**src/common/hrpm_pkg.sv**
```systemverilog
// Package: constants and carrier types for the host read port mux
package hrpm_pkg;
  localparam logic [2:0] ADDR_SELECT   = 3'h5;
  localparam logic [2:0] ADDR_STATUS   = 3'h7;
  localparam logic [2:0] CODE_IQ       = 3'h0;
  localparam logic [2:0] CODE_MAGPHASE = 3'h1;
  localparam logic [2:0] CODE_FREQ     = 3'h2;
  localparam logic [2:0] CODE_LEVEL    = 3'h4;
  localparam logic [2:0] CODE_GAIN     = 3'h5;
  localparam logic [2:0] CODE_RESET    = 3'h0;
  localparam int         STAT_DEPTH_HI = 6;
  localparam int         STAT_DEPTH_LO = 4;
  localparam int         STAT_EMPTY    = 3;
  localparam int         STAT_FULL     = 2;
  localparam int         STAT_THRESH_N = 1;
  localparam int         STAT_LEVEL_OK = 0;

  // Sources presented by the rest of the device
  typedef struct packed {
    logic [15:0] i_val;
    logic [15:0] q_val;
    logic [15:0] mag_val;
    logic [15:0] phase_val;
    logic [15:0] freq_val;
    logic [23:0] level_val;
    logic [10:0] gain_mant;
    logic [3:0]  gain_shift;
    logic [15:0] timing_err;
  } hrpm_src_t;

  // Buffer and detector status
  typedef struct packed {
    logic [2:0] depth;
    logic       empty;
    logic       full;
    logic       buffer_threshold_n;
    logic       level_done;
  } hrpm_stat_t;
endpackage

```
**src/design/hrpm_top.sv**
```systemverilog
// Read side of the parallel host port: source select and byte mux
`timescale 1ns/1ps
`default_nettype none
// Operation
// - Read code comes from data bus bits 2:0 of that write.
// - Address lines pick the byte within the selected source.
// - Selected byte driven on data bus from read strobe falling edge.
// - Read address 111 returns status regardless of read code.
// - Codes 000/001/010 give I/Q, mag/phase, frequency bytes.
// - Code 100 gives 24-bit level detector in three bytes.
// - Code 101 addresses 000/001 give mantissa low, shift plus mantissa top.
// - Code 101 addresses 010/011 give unstabilised timing error bytes.
// - Status bits 6:4 report buffer depth in FIFO mode.
// - Status bit 3 high when buffer empty.
// - Status bit 2 high when buffer full.
// - Status bit 1 low at threshold or snapshot count reached.
// - Status bit 0 high when level detector integration is done.
// - Data and address captured on write strobe rising edge.
module hrpm_top (
  input  wire logic               MCLK,
  input  wire logic               RESET_N,
  input  wire logic [2:0]         A,
  input  wire logic [7:0]         C_IN,
  output logic      [7:0]         C_OUT,
  output logic                    C_OE_N,
  input  wire logic               WR_N,
  input  wire logic               RD_N,
  input  wire hrpm_pkg::hrpm_src_t  SRC,
  input  wire hrpm_pkg::hrpm_stat_t STAT,
  output logic      [2:0]         READ_CODE
);
  logic [2:0]  a_s;
  logic [7:0]  c_s;
  logic        wr_on_s;
  logic        rd_on_s;
  logic        wr_d_r;
  logic        rd_d_r;
  logic        wr_rise;
  logic        rd_fall;
  logic [2:0]  code_r;
  logic [7:0]  byte_nxt;
  logic [7:0]  dout_r;
  logic        oe_r;
  logic [6:0]  status_byte;

  // Strobes inverted so the reset value is the idle level
  hrpm_sync #(.W(13)) u_sync (
    .clk   (MCLK),
    .rst_n (RESET_N),
    .d     ({A, C_IN, ~WR_N, ~RD_N}),
    .q     ({a_s, c_s, wr_on_s, rd_on_s})
  );

  always_ff @(posedge MCLK) begin
    if (!RESET_N) begin
      wr_d_r <= 1'b0;
      rd_d_r <= 1'b0;
    end else begin
      wr_d_r <= wr_on_s;
      rd_d_r <= rd_on_s;
    end
  end

  assign wr_rise = ~wr_on_s & wr_d_r;
  assign rd_fall = rd_on_s & ~rd_d_r;

  // Read code register
  always_ff @(posedge MCLK) begin
    if (!RESET_N) begin
      code_r <= hrpm_pkg::CODE_RESET;
    end else if (wr_rise && a_s == hrpm_pkg::ADDR_SELECT) begin
      code_r <= c_s[2:0];
    end
  end

  assign READ_CODE = code_r;

  assign status_byte = {STAT.depth,
                        STAT.empty,
                        STAT.full,
                        STAT.buffer_threshold_n,
                        STAT.level_done};

  // Byte selection
  always_comb begin
    byte_nxt = 8'h00;
    if (a_s == hrpm_pkg::ADDR_STATUS) begin
      byte_nxt = {1'b0, status_byte};
    end else begin
      case (code_r)
        hrpm_pkg::CODE_IQ: begin
          case (a_s)
            3'h0: byte_nxt = SRC.i_val[7:0];
            3'h1: byte_nxt = SRC.i_val[15:8];
            3'h2: byte_nxt = SRC.q_val[7:0];
            3'h3: byte_nxt = SRC.q_val[15:8];
            default: byte_nxt = 8'h00;
          endcase
        end
        hrpm_pkg::CODE_MAGPHASE: begin
          case (a_s)
            3'h0: byte_nxt = SRC.mag_val[7:0];
            3'h1: byte_nxt = SRC.mag_val[15:8];
            3'h2: byte_nxt = SRC.phase_val[7:0];
            3'h3: byte_nxt = SRC.phase_val[15:8];
            default: byte_nxt = 8'h00;
          endcase
        end
        hrpm_pkg::CODE_FREQ: begin
          case (a_s)
            3'h0: byte_nxt = SRC.freq_val[7:0];
            3'h1: byte_nxt = SRC.freq_val[15:8];
            default: byte_nxt = 8'h00;
          endcase
        end
        hrpm_pkg::CODE_LEVEL: begin
          case (a_s)
            3'h0: byte_nxt = SRC.level_val[7:0];
            3'h1: byte_nxt = SRC.level_val[15:8];
            3'h2: byte_nxt = SRC.level_val[23:16];
            default: byte_nxt = 8'h00;
          endcase
        end
        hrpm_pkg::CODE_GAIN: begin
          case (a_s)
            3'h0: byte_nxt = SRC.gain_mant[7:0];
            3'h1: byte_nxt = {1'b0, SRC.gain_shift,
                              SRC.gain_mant[10:8]};
            3'h2: byte_nxt = SRC.timing_err[7:0];
            3'h3: byte_nxt = SRC.timing_err[15:8];
            default: byte_nxt = 8'h00;
          endcase
        end
        default: byte_nxt = 8'h00;
      endcase
    end
  end

  // Data latched at strobe fall, driven while strobe low
  always_ff @(posedge MCLK) begin
    if (!RESET_N) begin
      dout_r <= 8'h00;
    end else if (rd_fall) begin
      dout_r <= byte_nxt;
    end
  end

  always_ff @(posedge MCLK) begin
    if (!RESET_N) begin
      oe_r <= 1'b0;
    end else begin
      oe_r <= rd_on_s;
    end
  end

  assign C_OUT  = dout_r;
  assign C_OE_N = ~oe_r;

  // Assertions
  property p_code_capture;
    @(posedge MCLK) disable iff (!RESET_N)
      (wr_rise && a_s == hrpm_pkg::ADDR_SELECT) |=> code_r == $past(c_s[2:0]);
  endproperty
  a_code_capture: assert property (p_code_capture)
    else $error("read code not captured");

  property p_code_hold;
    @(posedge MCLK) disable iff (!RESET_N)
      !(wr_rise && a_s == hrpm_pkg::ADDR_SELECT) |=> $stable(code_r);
  endproperty
  a_code_hold: assert property (p_code_hold)
    else $error("read code changed without select write");

  property p_status;
    @(posedge MCLK) disable iff (!RESET_N)
      (rd_fall && a_s == hrpm_pkg::ADDR_STATUS)
        |=> dout_r == {1'b0, $past(status_byte)};
  endproperty
  a_status: assert property (p_status)
    else $error("status byte wrong");

  property p_level_msb;
    @(posedge MCLK) disable iff (!RESET_N)
      (rd_fall && code_r == hrpm_pkg::CODE_LEVEL && a_s == 3'h2)
        |=> dout_r == $past(SRC.level_val[23:16]);
  endproperty
  a_level_msb: assert property (p_level_msb)
    else $error("level detector msb wrong");

  property p_gain_hi;
    @(posedge MCLK) disable iff (!RESET_N)
      (rd_fall && code_r == hrpm_pkg::CODE_GAIN && a_s == 3'h1)
        |=> dout_r[6:0] == $past({SRC.gain_shift, SRC.gain_mant[10:8]});
  endproperty
  a_gain_hi: assert property (p_gain_hi)
    else $error("gain high byte wrong");

  property p_unused_zero;
    @(posedge MCLK) disable iff (!RESET_N)
      (rd_fall && a_s != hrpm_pkg::ADDR_STATUS
        && (code_r == 3'h3 || code_r == 3'h6 || code_r == 3'h7))
        |=> dout_r == 8'h00;
  endproperty
  a_unused_zero: assert property (p_unused_zero)
    else $error("unused code not zero");

  property p_drive;
    @(posedge MCLK) disable iff (!RESET_N)
      rd_fall |=> !C_OE_N;
  endproperty
  a_drive: assert property (p_drive)
    else $error("bus not driven after strobe fall");

  property p_iq;
    @(posedge MCLK) disable iff (!RESET_N)
      (rd_fall && code_r == hrpm_pkg::CODE_IQ && a_s == 3'h3)
        |=> dout_r == $past(SRC.q_val[15:8]);
  endproperty
  a_iq: assert property (p_iq)
    else $error("q msb wrong");

  c_select: cover property (@(posedge MCLK)
    wr_rise && a_s == hrpm_pkg::ADDR_SELECT);
  c_status: cover property (@(posedge MCLK)
    rd_fall && a_s == hrpm_pkg::ADDR_STATUS);
  c_level: cover property (@(posedge MCLK)
    rd_fall && code_r == hrpm_pkg::CODE_LEVEL);
endmodule
`default_nettype wire

```
**src/design/hrpm_sync.sv**
```systemverilog
// Two-flop synchroniser, parameterised width
`timescale 1ns/1ps
`default_nettype none
module hrpm_sync #(
  parameter int W = 1
) (
  input  wire logic         clk,
  input  wire logic         rst_n,
  input  wire logic [W-1:0] d,
  output logic      [W-1:0] q
);
  logic [W-1:0] meta_r;

  always_ff @(posedge clk) begin
    if (!rst_n) begin
      meta_r <= '0;
      q      <= '0;
    end else begin
      meta_r <= d;
      q      <= meta_r;
    end
  end
endmodule
`default_nettype wire

```
**config.mk**
```make
export PLATFORM = sky130hd
export DESIGN_NAME = hrpm_top
export DESIGN_NICKNAME = d
export VERILOG_FILES = /design/src/common/hrpm_pkg.sv /design/src/design/hrpm_top.sv /design/src/design/hrpm_sync.sv
export SDC_FILE = /design/constraint.sdc
export NUM_CORES = 1
export LEC_CHECK = 0
export ABC_AREA = 1
export BUFFER_PORTS_ARGS = -buffer_cell sky130_fd_sc_hd__clkbuf_2
export CAP_MARGIN = 15
export CORE_MARGIN = 2
export CORE_UTILIZATION = 41
export CTS_CLUSTER_DIAMETER = 30
export DETAILED_ROUTE_END_ITERATION = 10
export PLACE_DENSITY = 0.81
export SYNTH_ARGS = -nofsm -noshare
export SYNTH_HDL_FRONTEND = slang
export SYNTH_SLANG_ARGS = --single-unit
export TNS_END_PERCENT = 10
```
**constraint.sdc**
```tcl
create_clock -name MCLK -period 1.9 [get_ports MCLK]
set_input_delay 0.38 -clock MCLK [delete_from_list [all_inputs] [get_ports MCLK]]
set_output_delay 0.38 -clock MCLK [all_outputs]
set_load 0.03 [all_outputs]
```
==> results.json <==
{
  "status": "finished clean",
  "maxSlewViolCount": 0,
  "gr-total-overflow": 0,
  "syn_inst": 420,
  "final_util_pct": 60.1,
  "dp_hpwl_um": 6200,
  "grt_pass1_vias": 2777,
  "die_w_um": 79.1,
  "nets": 739,
  "power_mw": 1.57,
  "crit_fanout": 12,
  "swShare_pct": 28.1,
  "routed_via_density": 4.79,
  "grt_pass1_wl_um": 12300,
  "grtUsageTotal_pct": 24.3,
  "period_needed_ps": 1690,
  "h-tree-depth": 2,
  "numCtsBuffers": 5,
  "cts_buffer_depth": 2,
  "placedCellCount": 646,
  "p_per_area_nw_per_um2": 477,
  "yosys.area.top_type": "nand2_1",
  "ant_nets": 0,
  "setup_viol": 0,
  "synth_top_family_by_area": "simple AND/OR/NAND/NOR gates",
  "synth-compound-area-share_pct": 5.53,
  "p_sw_uw": 441,
  "async_flop_share_pct": 0,
  "grt_antenna_before_repair": 0,
  "cts_tree": "built",
  "hold_ws_ps": 256,
  "synth_xor_area_share_pct": 0,
  "synthDistinctLibCells": 20,
  "drive_gt1_share_pct": 32.6,
  "irDropWorstVdd_mv": 0.550,
  "fin_crit_sh_pct": 89.1,
  "synth.top_cells.by_area": "nand2_1, dfxtp_1, nand3_1",
  "synthTopCellsByCount": "nand2_1, nand3_1, nor2_1, inv_1, dfxtp_1",
  "wirelength_um": 7750,
  "hold_class": "in -> reg",
  "worst_pin_slew_ps": 471,
  "fin_cells": 654,
  "cts.clk_slew.worst_paths_ps": 50,
  "syn-num-nets": 577,
  "seq_power_share_pct": 41.0,
  "synth-seq-area-share_pct": 25.1,
  "power_frac_clock_pct": 31.3,
  "maxCapViolCount": 0,
  "place.gp.congestion": 0.795,
  "synthSimpleGateAreaFrac_pct": 57.4,
  "rsz0062_at_grt": "no",
  "synth-adder-area-share_pct": 0,
  "drtIter0Drc": 179,
  "clock_sinks": 29,
  "grt_max_degree": 33,
  "critPathRequiredTime_ps": 2100,
  "internal_power_mw": 1.13,
  "dieArea_um2": 6250,
  "yosysTopAreaCellShare_pct": 31.4,
  "yosys_warnings": 0,
  "tns_ps": 0,
  "antenna_cells": 0,
  "fin_worst_skew_ps": 5.11,
  "relSlewSlack_pct": 68.5,
  "clock_latency_ps": 280,
  "wire_per_inst_um": 11.9,
  "post_cts_buffers": 0,
  "finalHoldViolCount": 0,
  "synth_enable_flop_cells": 0,
  "start_util_pct": 42.2,
  "synth.avg_cell_area_um2": 5.50,
  "synth-seq-cells": 29,
  "fmax_mhz": 591,
  "arrival_ps": 1890,
  "vias": 3135,
  "ys.flop_type": "dfxtp_1",
  "synthMuxAreaShare_pct": 0,
  "rows": 27,
  "synth.cell_area_um2": 2310,
  "route.detailed.drc": 0,
  "cts-resized-gates": 0,
  "start_kind": "flip-flop",
  "critical_path_class": "reg -> reg",
  "n_fill_cell": 591,
  "chipHeight_um": 79.1,
  "ios": 169,
  "place.port_buffers": 163,
  "p_leak_nw": 1.94,
  "drt_pass1_iterations": 4,
  "cts-hold-fix-buffers": 0,
  "synth.most_common_cell": "nand2_1",
  "comb_power_share_pct": 27.7,
  "end_kind": "flip-flop",
  "fp.coreArea_um2": 5470,
  "layout-area-overhead-vs-synth_pct": 42.3,
  "cts_root_buffer": "clkbuf_8"
}
## worst max-delay path: stages, from the launching register on
cell,delay (ps)
dfxtp_2,360
buf_4,180
nor2_2,380
nand3_1,130
nand3_1,120
nand2_1,50
nand2_1,60
inv_1,30
nand3_1,110
nand2_1,70
a21oi_1,110
## cells by family (layout without fill, tap and decap cells)
group                  count (synthesis)  in the layout
and+or+nand+nor                      310            311
DFF                                   29             29
AOI/OAI and AO/OA                     24             24
buffers and inverters                 57            218
## metrics by stage
step	worst slack [ps]	area, um2
after global placement	196	3190
after detailed placement	143	3190
after CTS	140	3280
after floorplan	312	2310
final	208	3290
after global routing	61.4	3290
## state kept, by name, indices dropped and copies added (netlist names)
signal and cells:
C_OUT 8, READ_CODE 3, oe_r 1, u_sync.meta_r 8, u_sync.q 8, wr_d_r 1
## cell usage in the layout (no fill, tap or decap)
| cell type | n |
|---|---|
| a21oi_1 | 16 |
| a22o_1 | 2 |
| and2_1 | 2 |
| buf_12 | 2 |
| buf_4 | 9 |
| clkbuf_1 | 1 |
| clkbuf_2 | 163 |
| clkbuf_8 | 6 |
| clkinv_1 | 1 |
| dfxtp_1 | 28 |
| dfxtp_2 | 1 |
| inv_1 | 35 |
| inv_4 | 1 |
| nand2_1 | 193 |
| nand2_2 | 2 |
| nand3_1 | 49 |
| nand4_1 | 20 |
| nor2_1 | 36 |
| nor2_2 | 1 |
| nor2_4 | 3 |
| nor3_1 | 3 |
| nor3_2 | 1 |
| nor3_4 | 1 |
| o21ai_0 | 6 |
## path summary, 6_finish.rpt
check / start / end / slack [ps] / cells past startpoint
max: u_sync.q[10]$_SDFF_PN0_ / C_OUT[7]$_SDFFE_PN0P_ / 210 / 10
min: WR_N / u_sync.meta_r[1]$_SDFF_PN0_ / 260 / 2
max reg2reg: u_sync.q[10]$_SDFF_PN0_ / C_OUT[7]$_SDFFE_PN0P_ / 210 / 10
min reg2reg: u_sync.meta_r[10]$_SDFF_PN0_ / u_sync.q[10]$_SDFF_PN0_ / 400 / 2
## per-layer routing
layer | part of all wire, % | global-route usage, %
met1 | 40 | 29.0
met2 | 50 | 44.4
met3 | 9.4 | 5.11
met4 | 0.66 | 5.69
met5 | 0 | 0
## power groups by stage
stage | logic (mW) | clock network, mW | registers [mW]
2_1_floorplan | 0.210 | 0 | 0.665
3_3_place_gp | 0.423 | 0 | 0.655
3_5_place_dp | 0.429 | 0 | 0.655
4_1_cts | 0.432 | 0.506 | 0.642
5_1_grt | 0.485 | 0.536 | 0.644
6_report | 0.434 | 0.491 | 0.643
## layout make-up
type | count | area [um2] | share of cell area (%)
sequential | 29 | 582 | 17.7
inverter | 37 | 141 | 4.30
timing repair buffer | 174 | 923 | 28.1
tap | 72 | 90.1 | 2.74
clock buffer | 7 | 86.3 | 2.63
multi-input combinational | 335 | 1460 | 44.5
(Power assumes the default switching activity.)
